### src/hw/i2cwc_pkg.sv
// package for the i2c wiper control target
package i2cwc_pkg;
    localparam logic [7:0] WIPER_MIDSCALE = 8'h80;
    localparam logic [6:0] ADDR_PIN00 = 7'h18;
    localparam logic [6:0] ADDR_PIN10 = 7'h1A;
    localparam logic [6:0] ADDR_PIN01 = 7'h4C;
    localparam logic [6:0] ADDR_PIN11 = 7'h4E;
    localparam logic [2:0] CMD_WIPER = 3'h0;
    localparam logic [2:0] CMD_NVCOPY = 3'h1;
    localparam logic [2:0] CMD_WPROT = 3'h2;
    localparam logic [2:0] CMD_TOL = 3'h3;
    localparam logic [2:0] CMD_NOP = 3'h4;
    localparam logic [2:0] CMD_RESTORE = 3'h5;
    localparam logic [2:0] CMD_STORE = 3'h6;
    localparam logic [3:0] BIT_ACK = 4'h8;
    localparam logic [3:0] BIT_LAST = 4'h9;
    localparam logic [3:0] BIT_ZERO = 4'h0;
    localparam logic [1:0] BYTE_ADDR = 2'h0;
    localparam logic [1:0] BYTE_INSTR = 2'h1;
    localparam logic [1:0] BYTE_DATA = 2'h2;

    typedef enum logic [1:0] {
        I2CWC_IDLE = 2'b00,
        I2CWC_RUN = 2'b01,
        I2CWC_SKIP = 2'b10
    } i2cwc_state_t;

    typedef struct packed {
        logic [7:0] wiper;
        logic [7:0] nvcopy;
        logic wprot;
        logic nv_read_power;
    } i2cwc_status_t;

    typedef struct packed {
        logic [2:0] scl_s;
        logic [2:0] sda_s;
        i2cwc_state_t st;
        logic [3:0] bitn;
        logic [1:0] bytn;
        logic [7:0] sh;
        logic rd;
        logic [2:0] cmd;
        logic [6:0] my_addr;
        logic [1:0] pins1;
        logic [1:0] pins2;
        logic [1:0] boot;
        logic sda_oe;
        logic [255:0] taps;
        i2cwc_status_t stat;
    } i2cwc_regs_t;
endpackage

### src/hw/i2cwc_top.sv
// i2c target: wiper register, nonvolatile copy, write protect, tolerance
`timescale 1ns/1ps
`default_nettype none
// Function
// RULE1 - wiper starts at midscale from nonvolatile copy; srst loads WIPER_MIDSCALE into wiper and copy directly
// RULE2 - eight-bit code selects one of 256 taps
// RULE3 - sda fall while scl high starts frame
// RULE4 - first byte: seven-bit address, direction bit
// RULE5 - address pins sampled once after reset
// RULE6 - matching address acknowledged on ninth clock
// RULE7 - instruction: three command bits, five zeros
// RULE8 - data byte msb first, acknowledged
// RULE9 - write-protect data lsb sets protection
// RULE10 - store/restore carry no data byte
// RULE11 - store copies wiper; restore copies back
// RULE12 - master sends nop after restore
// RULE13 - master selects register before reading
// RULE14 - repeated start read returns selected byte
// RULE15 - read bits change on scl falling
// RULE16 - sda rise while scl high ends frame
// RULE17 - master nacks last read byte
// RULE18 - burst data bytes update wiper repeatedly
// RULE19 - new instruction needs new transaction
// RULE20 - repeated wiper reads allowed
// RULE21 - tolerance readable singly or consecutively
// RULE22 - command codes select the operation
// RULE23 - pin states map to fixed addresses
// RULE24 - write protect clears at power-up
// RULE25 - restore holds read power until nop
// RULE26 - protection blocks wiper and copy writes
// RULE27 - foreign address not acknowledged, sda released
module i2cwc_top
    import i2cwc_pkg::*;
#(
    parameter logic [7:0] TOLERANCE_BYTE = 8'h00
)
(
    input wire logic clk_sys,
    input wire logic srst,
    input wire logic scl_in,
    input wire logic sda_in,
    output logic sda_out,
    output logic sda_oe,
    input wire logic addr_select_pin0,
    input wire logic addr_select_pin1,
    output logic [255:0] tap_select,
    output i2cwc_pkg::i2cwc_status_t status
);
    import i2cwc_pkg::*;

    i2cwc_regs_t r;
    i2cwc_regs_t n;

    function automatic logic [6:0] addr_of(input logic [1:0] p);
        case (p)
            2'b00: addr_of = ADDR_PIN00;
            2'b01: addr_of = ADDR_PIN01;
            2'b10: addr_of = ADDR_PIN10;
            default: addr_of = ADDR_PIN11;
        endcase
    endfunction

    function automatic logic [7:0] read_src(input i2cwc_regs_t q);
        case (q.cmd)
            CMD_NVCOPY: read_src = q.stat.nvcopy;
            CMD_TOL: read_src = TOLERANCE_BYTE;
            default: read_src = q.stat.wiper;
        endcase
    endfunction

    logic [7:0] rd_byte;
    assign rd_byte = read_src(r);
    logic scl_rise;
    logic scl_fall;
    logic start_c;
    logic stop_c;
    assign scl_rise = r.scl_s[1] & ~r.scl_s[2];
    assign scl_fall = ~r.scl_s[1] & r.scl_s[2];
    // stage 0 of each synchroniser is read only by stage 1
    assign start_c = r.scl_s[1] & r.scl_s[2] & r.sda_s[2] & ~r.sda_s[1]; // RULE3
    assign stop_c = r.scl_s[1] & r.scl_s[2] & ~r.sda_s[2] & r.sda_s[1]; // RULE16

    always_comb
    begin
        n = r;
        n.scl_s = {r.scl_s[1:0], scl_in};
        n.sda_s = {r.sda_s[1:0], sda_in};
        n.pins1 = {addr_select_pin1, addr_select_pin0};
        n.pins2 = r.pins1;
        // pins settle through two stages before the one-time capture
        if (r.boot != 2'b11)
        begin
            n.boot = r.boot + 2'b01;
            if (r.boot == 2'b10)
            begin
                n.my_addr = addr_of(r.pins2); // RULE5 RULE23
            end
        end
        n.taps = 256'(1) << r.stat.wiper; // RULE2
        if (start_c)
        begin
            n.st = (r.boot == 2'b11) ? I2CWC_RUN : I2CWC_IDLE;
            // the scl fall that closes the start is not a data bit
            n.bitn = BIT_LAST;
            n.bytn = BYTE_ADDR;
            n.rd = 1'b0;
            n.sda_oe = 1'b0;
        end
        else if (stop_c)
        begin
            n.st = I2CWC_IDLE; // RULE16
            n.sda_oe = 1'b0;
        end
        else if (r.st == I2CWC_RUN)
        begin
            if (scl_rise && r.bitn < BIT_ACK && !r.rd)
            begin
                n.sh = {r.sh[6:0], r.sda_s[1]}; // RULE8
            end
            if (scl_rise && r.bitn == BIT_ACK && r.rd)
            begin
                // master nack ends the read; ack keeps streaming
                if (r.sda_s[1])
                begin
                    n.st = I2CWC_SKIP; // RULE17
                end
            end
            if (scl_fall)
            begin
                n.bitn = (r.bitn == BIT_ACK || r.bitn == BIT_LAST) ? BIT_ZERO : r.bitn + 4'h1;
                n.sda_oe = 1'b0;
                if (r.bitn == 4'h7 && !r.rd)
                begin
                    case (r.bytn)
                        BYTE_ADDR:
                        begin
                            if (r.sh[7:1] == r.my_addr) // RULE4 RULE6
                            begin
                                n.sda_oe = 1'b1;
                                n.rd = r.sh[0];
                            end
                            else
                            begin
                                n.st = I2CWC_SKIP; // RULE27
                            end
                        end
                        BYTE_INSTR:
                        begin
                            n.cmd = r.sh[7:5]; // RULE7 RULE19
                            n.sda_oe = (r.sh[4:0] == 5'h00);
                            if (r.sh[4:0] != 5'h00)
                            begin
                                n.st = I2CWC_SKIP;
                            end
                            case (r.sh[7:5]) // RULE22 RULE10
                                CMD_STORE: n.stat.nvcopy = r.stat.wiper; // RULE11
                                CMD_RESTORE:
                                begin
                                    n.stat.wiper = r.stat.nvcopy; // RULE11
                                    n.stat.nv_read_power = 1'b1; // RULE25
                                end
                                CMD_NOP: n.stat.nv_read_power = 1'b0; // RULE25 RULE12
                                default: n.stat.nv_read_power = r.stat.nv_read_power;
                            endcase
                        end
                        default:
                        begin
                            n.sda_oe = 1'b1; // RULE8
                            case (r.cmd)
                                CMD_WIPER: if (!r.stat.wprot) n.stat.wiper = r.sh; // RULE18 RULE26
                                CMD_NVCOPY: if (!r.stat.wprot) n.stat.nvcopy = r.sh; // RULE26
                                CMD_WPROT: n.stat.wprot = r.sh[0]; // RULE9
                                default: n.stat.wprot = r.stat.wprot;
                            endcase
                        end
                    endcase
                    n.bytn = (r.bytn == BYTE_DATA) ? BYTE_DATA : r.bytn + 2'h1;
                end
                if (r.rd && r.bitn == BIT_ACK)
                begin
                    // our ack (after address) or master ack: reload and drive msb
                    n.bitn = BIT_ZERO;
                    n.sda_oe = ~rd_byte[7]; // RULE14 RULE20 RULE21
                    n.sh = {rd_byte[6:0], 1'b0};
                end
                else if (r.rd && r.bitn < 4'h7)
                begin
                    n.sda_oe = ~r.sh[7]; // RULE15
                    n.sh = {r.sh[6:0], 1'b0};
                end
                else if (r.rd)
                begin
                    n.sda_oe = 1'b0;
                end
            end
        end
        if (srst)
        begin
            n = '0;
            n.st = I2CWC_IDLE;
            n.stat.wiper = WIPER_MIDSCALE; // RULE1
            n.stat.nvcopy = WIPER_MIDSCALE; // RULE1
            n.stat.wprot = 1'b0; // RULE24
            n.scl_s = 3'b111;
            n.sda_s = 3'b111;
            // tap stays one-hot through reset
            n.taps = 256'(1) << WIPER_MIDSCALE; // RULE2
        end
    end

    always_ff @(posedge clk_sys)
    begin
        r <= n;
    end

    // open-drain: only ever pulls low
    assign sda_out = 1'b0;
    assign sda_oe = r.sda_oe;
    assign tap_select = r.taps;
    assign status = r.stat;
endmodule
`default_nettype wire

### config.mk
export PLATFORM = sky130hd
export DESIGN_NAME = i2cwc_top
export DESIGN_NICKNAME = d
export VERILOG_FILES = /design/src/hw/i2cwc_pkg.sv /design/src/hw/i2cwc_top.sv
export SDC_FILE = /design/constraint.sdc
export NUM_CORES = 1
export LEC_CHECK = 0
export ABC_AREA = 0
export BUFFER_PORTS_ARGS = -buffer_cell sky130_fd_sc_hd__buf_2
export CAP_MARGIN = 30
export CORE_UTILIZATION = 30
export DETAILED_ROUTE_END_ITERATION = 12
export GPL_TIMING_DRIVEN = 0
export REMOVE_ABC_BUFFERS = 1
export SLEW_MARGIN = 25
export SYNTH_ARGS = -nofsm -noshare
export SYNTH_HDL_FRONTEND = slang
export SYNTH_SLANG_ARGS = --single-unit
export TNS_END_PERCENT = 50
### constraint.sdc
create_clock -name clk_sys -period 1.6 [get_ports clk_sys]
set_clock_uncertainty 0.1 [all_clocks]
set_input_delay 0.16 -clock clk_sys [delete_from_list [all_inputs] [get_ports clk_sys]]
set_output_delay 0.16 -clock clk_sys [all_outputs]
set_load 0.02 [all_outputs]
==> metrics.md, run 1 <==
| Metric | Value |
|---|---|
| Fill count | 3709 |
| Highest routed layer | met4 |
| Int Pwr | around 12 mW |
| # H-tree levels | 2 |
| Leakage | 5.87 nW |
| RSZ-0062 raised after global routing | true |
| Root buffer cell | clkbuf_16 |
| FF-to-FF path depth | 5 |
| Vias in the first global route | between 7000 and 8000 |
| Inserted Diodes | 0 |
| Sequence of cells on the critical path | ha_4, and4bb_4, and4_4, nand2_1, a211o_1 |
| Row count | 71 |
| Final Core Density | 36.0% |
| Flop pwr share | 49.7% |
| Worst r2r src | r[303] |
| Critical path fanouts, max | 8 |
| Setup TNS | -1.85 ns |
| Starting Density | 30.4% |
| First-pass GRT wire length | 43900 um |
| PortBufs | between 200 and 300 |
| Die area | 38900 um^2 |
| Synthesized cell area | 11400 um^2 |
| Final HPWL DP | 19500 um |
| P&R area growth vs syn | 18.3% |
| Vertical die dimension | slightly below 200 um |
| Mapped Cells | 1201 |
| Final Critical Period | 1.74 ns |
| Critical path class | flip-flop to flip-flop |
| Initial antenna violation count | 0 |
| Routed wl met2 | about 15000 um |
| Outcome | complete, but fails checks |
| Slowest-stage cell, CP | dfxtp_4 |
| Reg2reg end | status[9] |
| Most used flip-flop cell after synthesis | dfxtp_1 |
| Critical path endpoint | status[9] |
| Layout cells sized above 1 | 40.1% |
| Layout Cells excl Fill | 1768 |
| Period Utilization, post-route | 109% |
| Gpl congestion | 0.800 |
| Net switching power figure | 3.29 mW |
| CTS max path bufs | 3 |
| Final worst slack | -0.136 ns |
| Die width | 197 um |
| GRT Total Usage | 15.1% |
| Worst Setup Start Kind | flip-flop |
| Failing checks | setup timing |
| CTS tree | yes |
| Met1 wire length | around 13000 um |
| Initial drt markers | approximately 360 |
| Final max-slew violation count | 0 |
| Clock transition at path regs | 0.05 ns |
| WHS | roughly 0.066 ns |
| Inst Count DP | 1659 |
| Pre-CTS setup slack | -0.882 ns |
| R2R Setup Slk | -0.14 ns |
| Synthesis Warnings | 0 |
| Hold Violations, Final | 0 |
| Yosys cell types | 57 |
| Peak VDD IR | 651 uV |
| Final setup viols | 19 |
| Combinational power share | 1.7% |
| I/O pins | 282 |
| Leading post-synthesis cells by cell area | dfxtp_1 54%, buf_4 18%, nor2_1 9.1%, nand2_1 1.6%, clkbuf_1 1.4% |
| Post-synth top area cell | dfxtp_1 |
| Nets | approximately 1200 |
| Hold crit path type | primary input to flip-flop |
| Clock power frac | 48.6% |
| Total CTS buffers | 34 |
| Most common library cells after synthesis | 311 x dfxtp_1, 277 x buf_4, 277 x nor2_1 |
| DRT Pass-1 Iters | 5 |
| DP Area | 11200 um^2 |
| Async set-reset flop share out of synthesis | 0% |
| Largest net degree at the start of global routing | 35 |
| Average cell area after synthesis | between 9 and 10 um^2 |
| Worst-Skew Late Latency | 0.53 ns |
| Global route total overflow | 0 |
| Final antenna-violating net count | 0 |
| Vias | 7710 |
| Switching Share | 21.0% |
| Flop and latch count out of synthesis | just over 300 |
| Fin area | around 14000 um^2 |
| Critical Path Max Stage Delay | between 0.3 and 0.4 ns |
| Post-synth EDFFs | 0 |
| Area share of the largest cell type after synthesis | between 50% and 60% |
| Met3 wire len | 2540 um |
| Max Clock Freq | ~580 MHz |
| Power, Total | 15.7 mW |
| Drt wl/cell | 17.3 um |
| Critical path data arrival time | just over 2 ns |
| Data required, critical path | 1.91 ns |
| Setup crit end kind | flip-flop |
| Most common cell in the netlist | dfxtp_1 |
| Routed WL | 30600 um |
| Vias/cell | between 4 and 5 |
| Maxcap violations | 0 |
| Seq/Total Area, Yosys | between 50% and 60% |
| Core region area | 37600 um^2 |
| DRC errors left | 0 |
| Clock Sinks | 311 |
| Critical path startpoint | r[303] |
| PD cells | 1160 nW/um^2 |
[power by group through the flow]
stage | sequential [mW] | combinational, mW | clock, mW
2_1_floorplan | 7.97 | 0.136 | 0
3_3_place_gp | 7.98 | 0.190 | 0
3_5_place_dp | 7.98 | 0.199 | 0
4_1_cts | 7.80 | 0.237 | 7.78
5_1_grt | 7.79 | 0.291 | 8.10
6_report | 7.79 | 0.265 | 7.61
[kinds of logic (layout without fill, tap and decap cells)]
logic type	Yosys count	after routing	synth area share (%)
AND/OR/NAND/NOR	423	425	16.6
buffers and inverters	345	399	20.7
flip-flops	311	311	54.4
AO/OA/AOI/OAI	99	99	6.19
multiplexers	10	10	0.875
adder cells (fa/ha/maj)	7	7	0.765
XOR/XNOR	5	5	0.383
other	1	1	0.0328
[cells in the final DEF, fill, tap and decap left out, types with 7 or more instances in the layout]
cell           Yosys  routed
dfxtp_4            0      15
a21oi_1           27      22
buf_4            277      27
buf_2             13     280
a211oi_1          15      12
clkbuf_16          0      35
nand2b_1          13      11
nor4bb_1           9       7
nand2_1           49      26
o21ai_0           10       9
nand2_4            0      19
mux2i_1           10      10
dlygate4sd3_1      0      11
nand3_4            0      11
dfxtp_2            0      12
or2_2              7       7
a311oi_1          15      11
and3_1             9       9
nor2_1           277     274
nor2b_4            0       7
a211o_1            9       9
dfxtp_1          311     284
[area by class of cell]
class	instances	area, um^2	area share (%)
Clock buffer	45	942	6.96
Timing Repair Buffer	332	1950	14.4
Tap cell	511	639	4.72
Sequential cell	311	6300	46.5
Inverter	8	30.0	0.222
Multi-Input combinational cell	547	3520	26.0
Clock inverter	14	151	1.12
[state kept, by name (all words and copies together), names as in the netlist]
signal      cells
r              36
sda_oe          1
status         18
tap_select    256
[repair_timing]
item,4_1_cts,5_1_grt
buffers inserted,23,12
pin swaps,22,20
hold endpoints to repair,14,0
gates cloned,3,1
hold buffers,11,0
resized for setup,133,59
endpoints found under the setup margin,302,213
[routing by layer]
layer | GRT usage [%] | up-vias
li1 | - | 3672
met1 | 18.0 | 3624
met2 | 25.6 | 351
met3 | 4.49 | 63
met4 | 5.28 | 0
met5 | 0 | -
[worst max-delay path, delay by kind of cell (launching register included)]
family / cells / cell delay [ns]
compound gates: 1 / 0.29
fa+ha+maj: 1 / 0.16
flops: 1 / 0.37
simple gates: 3 / 0.71
[how the worst min path moves through the flow]
stage / depth (start not counted) / from / endpoint / slack, ns
2_1_floorplan: 1 / srst / r[302] / 0.13
3_3_place_gp: 2 / scl_in / r[311] / 0.25
3_5_place_dp: 2 / scl_in / r[311] / 0.25
4_1_cts: 3 / srst / status[0] / 0.03
5_1_grt: 3 / srst / r[288] / 0.07
6_report: 3 / srst / r[301] / 0.07
(Power assumes the default switching activity.)
==> run 2: changes to the inputs <==
--- a/config.mk
+++ b/config.mk
@@ -8,10 +8,14 @@
 export ABC_AREA = 0
 export BUFFER_PORTS_ARGS = -buffer_cell sky130_fd_sc_hd__buf_2
 export CAP_MARGIN = 30
+export CELL_PAD_IN_SITES_DETAIL_PLACEMENT = 1
+export CELL_PAD_IN_SITES_GLOBAL_PLACEMENT = 1
 export CORE_UTILIZATION = 30
 export DETAILED_ROUTE_END_ITERATION = 12
 export GPL_TIMING_DRIVEN = 0
+export PLACE_DENSITY_LB_ADDON = 0.1
 export REMOVE_ABC_BUFFERS = 1
+export SKIP_CTS_REPAIR_TIMING = 1
 export SLEW_MARGIN = 25
 export SYNTH_ARGS = -nofsm -noshare
 export SYNTH_HDL_FRONTEND = slang
==> metrics.md, run 2 (synthesis results as in run 1) <==
| Metric | Value |
|---|---|
| Final Critical Period | 1.75 ns (+0.0170 ns) |
| Final worst slack | -0.153 ns (-0.0170 ns) |
| Setup TNS | -2.59 ns (-0.731 ns) |
| Maxcap violations | 0 (unchanged) |
| Setup crit end kind | flip-flop |
| Commonest non-fill, non-tap cell in the layout | dfxtp_1 |
| # H-tree levels | 2 (unchanged) |
| Starting Density | 30.4% (unchanged) |
| Vias/cell | 4.38 (+0.36%) |
| Critical path class | flip-flop to flip-flop |
| Fill count | 4262 (+15%) |
| P&R area growth vs syn | 16.7% |
| Hold Violations, Final | 0 (unchanged) |
| Row count | 71 (unchanged) |
| Total CTS buffers | 36 (+5.9%) |
| CTS max path bufs | 3 (unchanged) |
| DRC errors left | 0 (unchanged) |
| First-pass GRT wire length | 49300 um (+12%) |
| Inst Count DP | 1656 (-0.18%) |
| Final setup viols | 26 (+7) |
| Failing checks | setup timing |
| RSZ-0062 raised after global routing | true |
| Initial antenna violation count | 0 (unchanged) |
| Fin area | 13300 um^2 (-1.4%) |
| Clock Sinks | 311 (unchanged) |
| Gpl congestion | 0.740 (-7.5%) |
| Die area | 38900 um^2 (unchanged) |
| Slowest-stage cell, CP | dfxtp_4 |
| Layout Cells excl Fill | 1755 (-0.74%) |
| Drt wl/cell | 19.7 um (+14%) |
| Vias | 7681 (-0.38%) |
| Inserted Diodes | 0 (unchanged) |
| Period Utilization, post-route | 110% (+1.1 points) |
| GRT Total Usage | 17.0% (+1.9 points) |
| Vias in the first global route | 7424 (+2.2%) |
| Clock transition at path regs | 0.06 ns (about the same) |
| Global route total overflow | 0 (unchanged) |
| DP Area | 11200 um^2 (-0.40%) |
| Largest net degree at the start of global routing | 58 (+66%) |
| Largest register FFs | 256 (unchanged) |
| Critical path data arrival time | 2.09 ns (+0.04 ns) |
| Routed WL | 34600 um (+13%) |
| Nets | 1233 (-1.1%) |
| Critical Path Max Stage Delay | 0.38 ns (about the same) |
| DRT Pass-1 Iters | 4 (-1) |
| PortBufs | 280 (unchanged) |
| Worst-Skew Late Latency | 0.54 ns (about the same) |
| CTS tree | yes |
| Sequence of cells on the critical path | ha_4, and4bb_4, and4_4, nand2_2, a211o_1 |
| Data required, critical path | 1.93 ns (+0.02 ns) |
| Slew HR | 51.8% |
| Worst Tran Pin Value | 0.722 ns |
| Outcome | complete, but fails checks |
| PD cells | 1210 nW/um^2 (+4.8%) |
| Core region area | 37600 um^2 (unchanged) |
| Leakage | 5.80 nW (-1.1%) |
| Crit path buf inv count | 0 (unchanged) |
| Final HPWL DP | 23100 um (+18%) |
| Initial drt markers | 300 (-16%) |
| Max Clock Freq | 570 MHz (-0.97%) |
| Most frequent cells in the layout | 284 x dfxtp_1, 279 x buf_2, 274 x nor2_1 |
| Root buffer cell | clkbuf_16 |
| Critical path fanouts, max | 8 (unchanged) |
| Final antenna-violating net count | 0 (unchanged) |
| Worst Setup Start Kind | flip-flop |
| Vertical die dimension | 197 um (unchanged) |
| Layout cells sized above 1 | 40.2% (+0.097 points) |
| Peak VDD IR | 577 uV (-11%) |
| I/O pins | 282 (unchanged) |
| Hold crit path type | primary input to flip-flop |
| Final max-slew violation count | 0 (unchanged) |
| Kind of cell adding the most delay to the critical path | simple AND/OR/NAND/NOR gates |
| Die width | 197 um (unchanged) |
## run 2: changes by cell type in the layout (fill, tap and decap cells not counted), sizes merged
cell | before | now
clkbuf | 46 | 50
dlygate4sd3 | 11 | 4
and4bb | 3 | 4
clkinvlp | 2 | 1
bufbuf | 1 | 0
buf | 319 | 311
clkinv | 8 | 7
## run 2: worst paths after layout
kind | startpoint | end | slack, ns | cells after the start
setup / recovery | r[302] | status[17] | -0.15 | 5
hold / removal | srst | status[0] | 0.05 | 2
setup reg to reg | r[302] | status[17] | -0.15 | 5
hold reg to reg | r[311] | r[312] | 0.31 | 1
## run 2: cell type report
type,count,area (um^2),share of cell area [%]
Clock buffer,50,1020,7.67
Clock inverter,12,146,1.10
Tap cell,511,639,4.79
Inverter,8,30.0,0.225
Multi-Input combinational cell,548,3490,26.2
Timing Repair Buffer,315,1730,12.9
Sequential cell,311,6290,47.1
## run 2: metrics by stage
| step | hold WS [ns] | power, mW | utilization, % | setup slack (ns) |
|---|---|---|---|---|
| after floorplan | 0.129 | 8.11 | - | -0.624 |
| after global placement | 0.246 | 8.18 | 29.7 | -1.46 |
| after detailed placement | 0.251 | 8.19 | 29.7 | -1.02 |
| after CTS | -0.323 | 16.4 | 32.8 | -1.04 |
| after global routing | 0.0830 | 16.8 | 35.5 | -0.203 |
| final | 0.0541 | 16.2 | 35.5 | -0.153 |
## run 2: worst register-to-register path, cell delays in order, from the launching register on
cell      delay, ns
dfxtp_4        0.38
ha_4           0.16
and4bb_4       0.31
and4_4         0.38
nand2_2        0.07
a211o_1        0.25
## run 2: per-layer routing
metal  vias to the layer above  GRT usage (%)  wire length [um]
met5                         -              0                 0
met4                         0           5.77               862
met3                        60           3.79              2000
met2                       212           29.1             17000
met1                      3770           20.9             14800
li1                       3639              -                 -
## run 2: power by group
group          internal [mW]  switching (mW)
sequential              7.76          0.0338
clock                   4.83            3.33
combinational         0.0954           0.131
total                   12.7            3.49
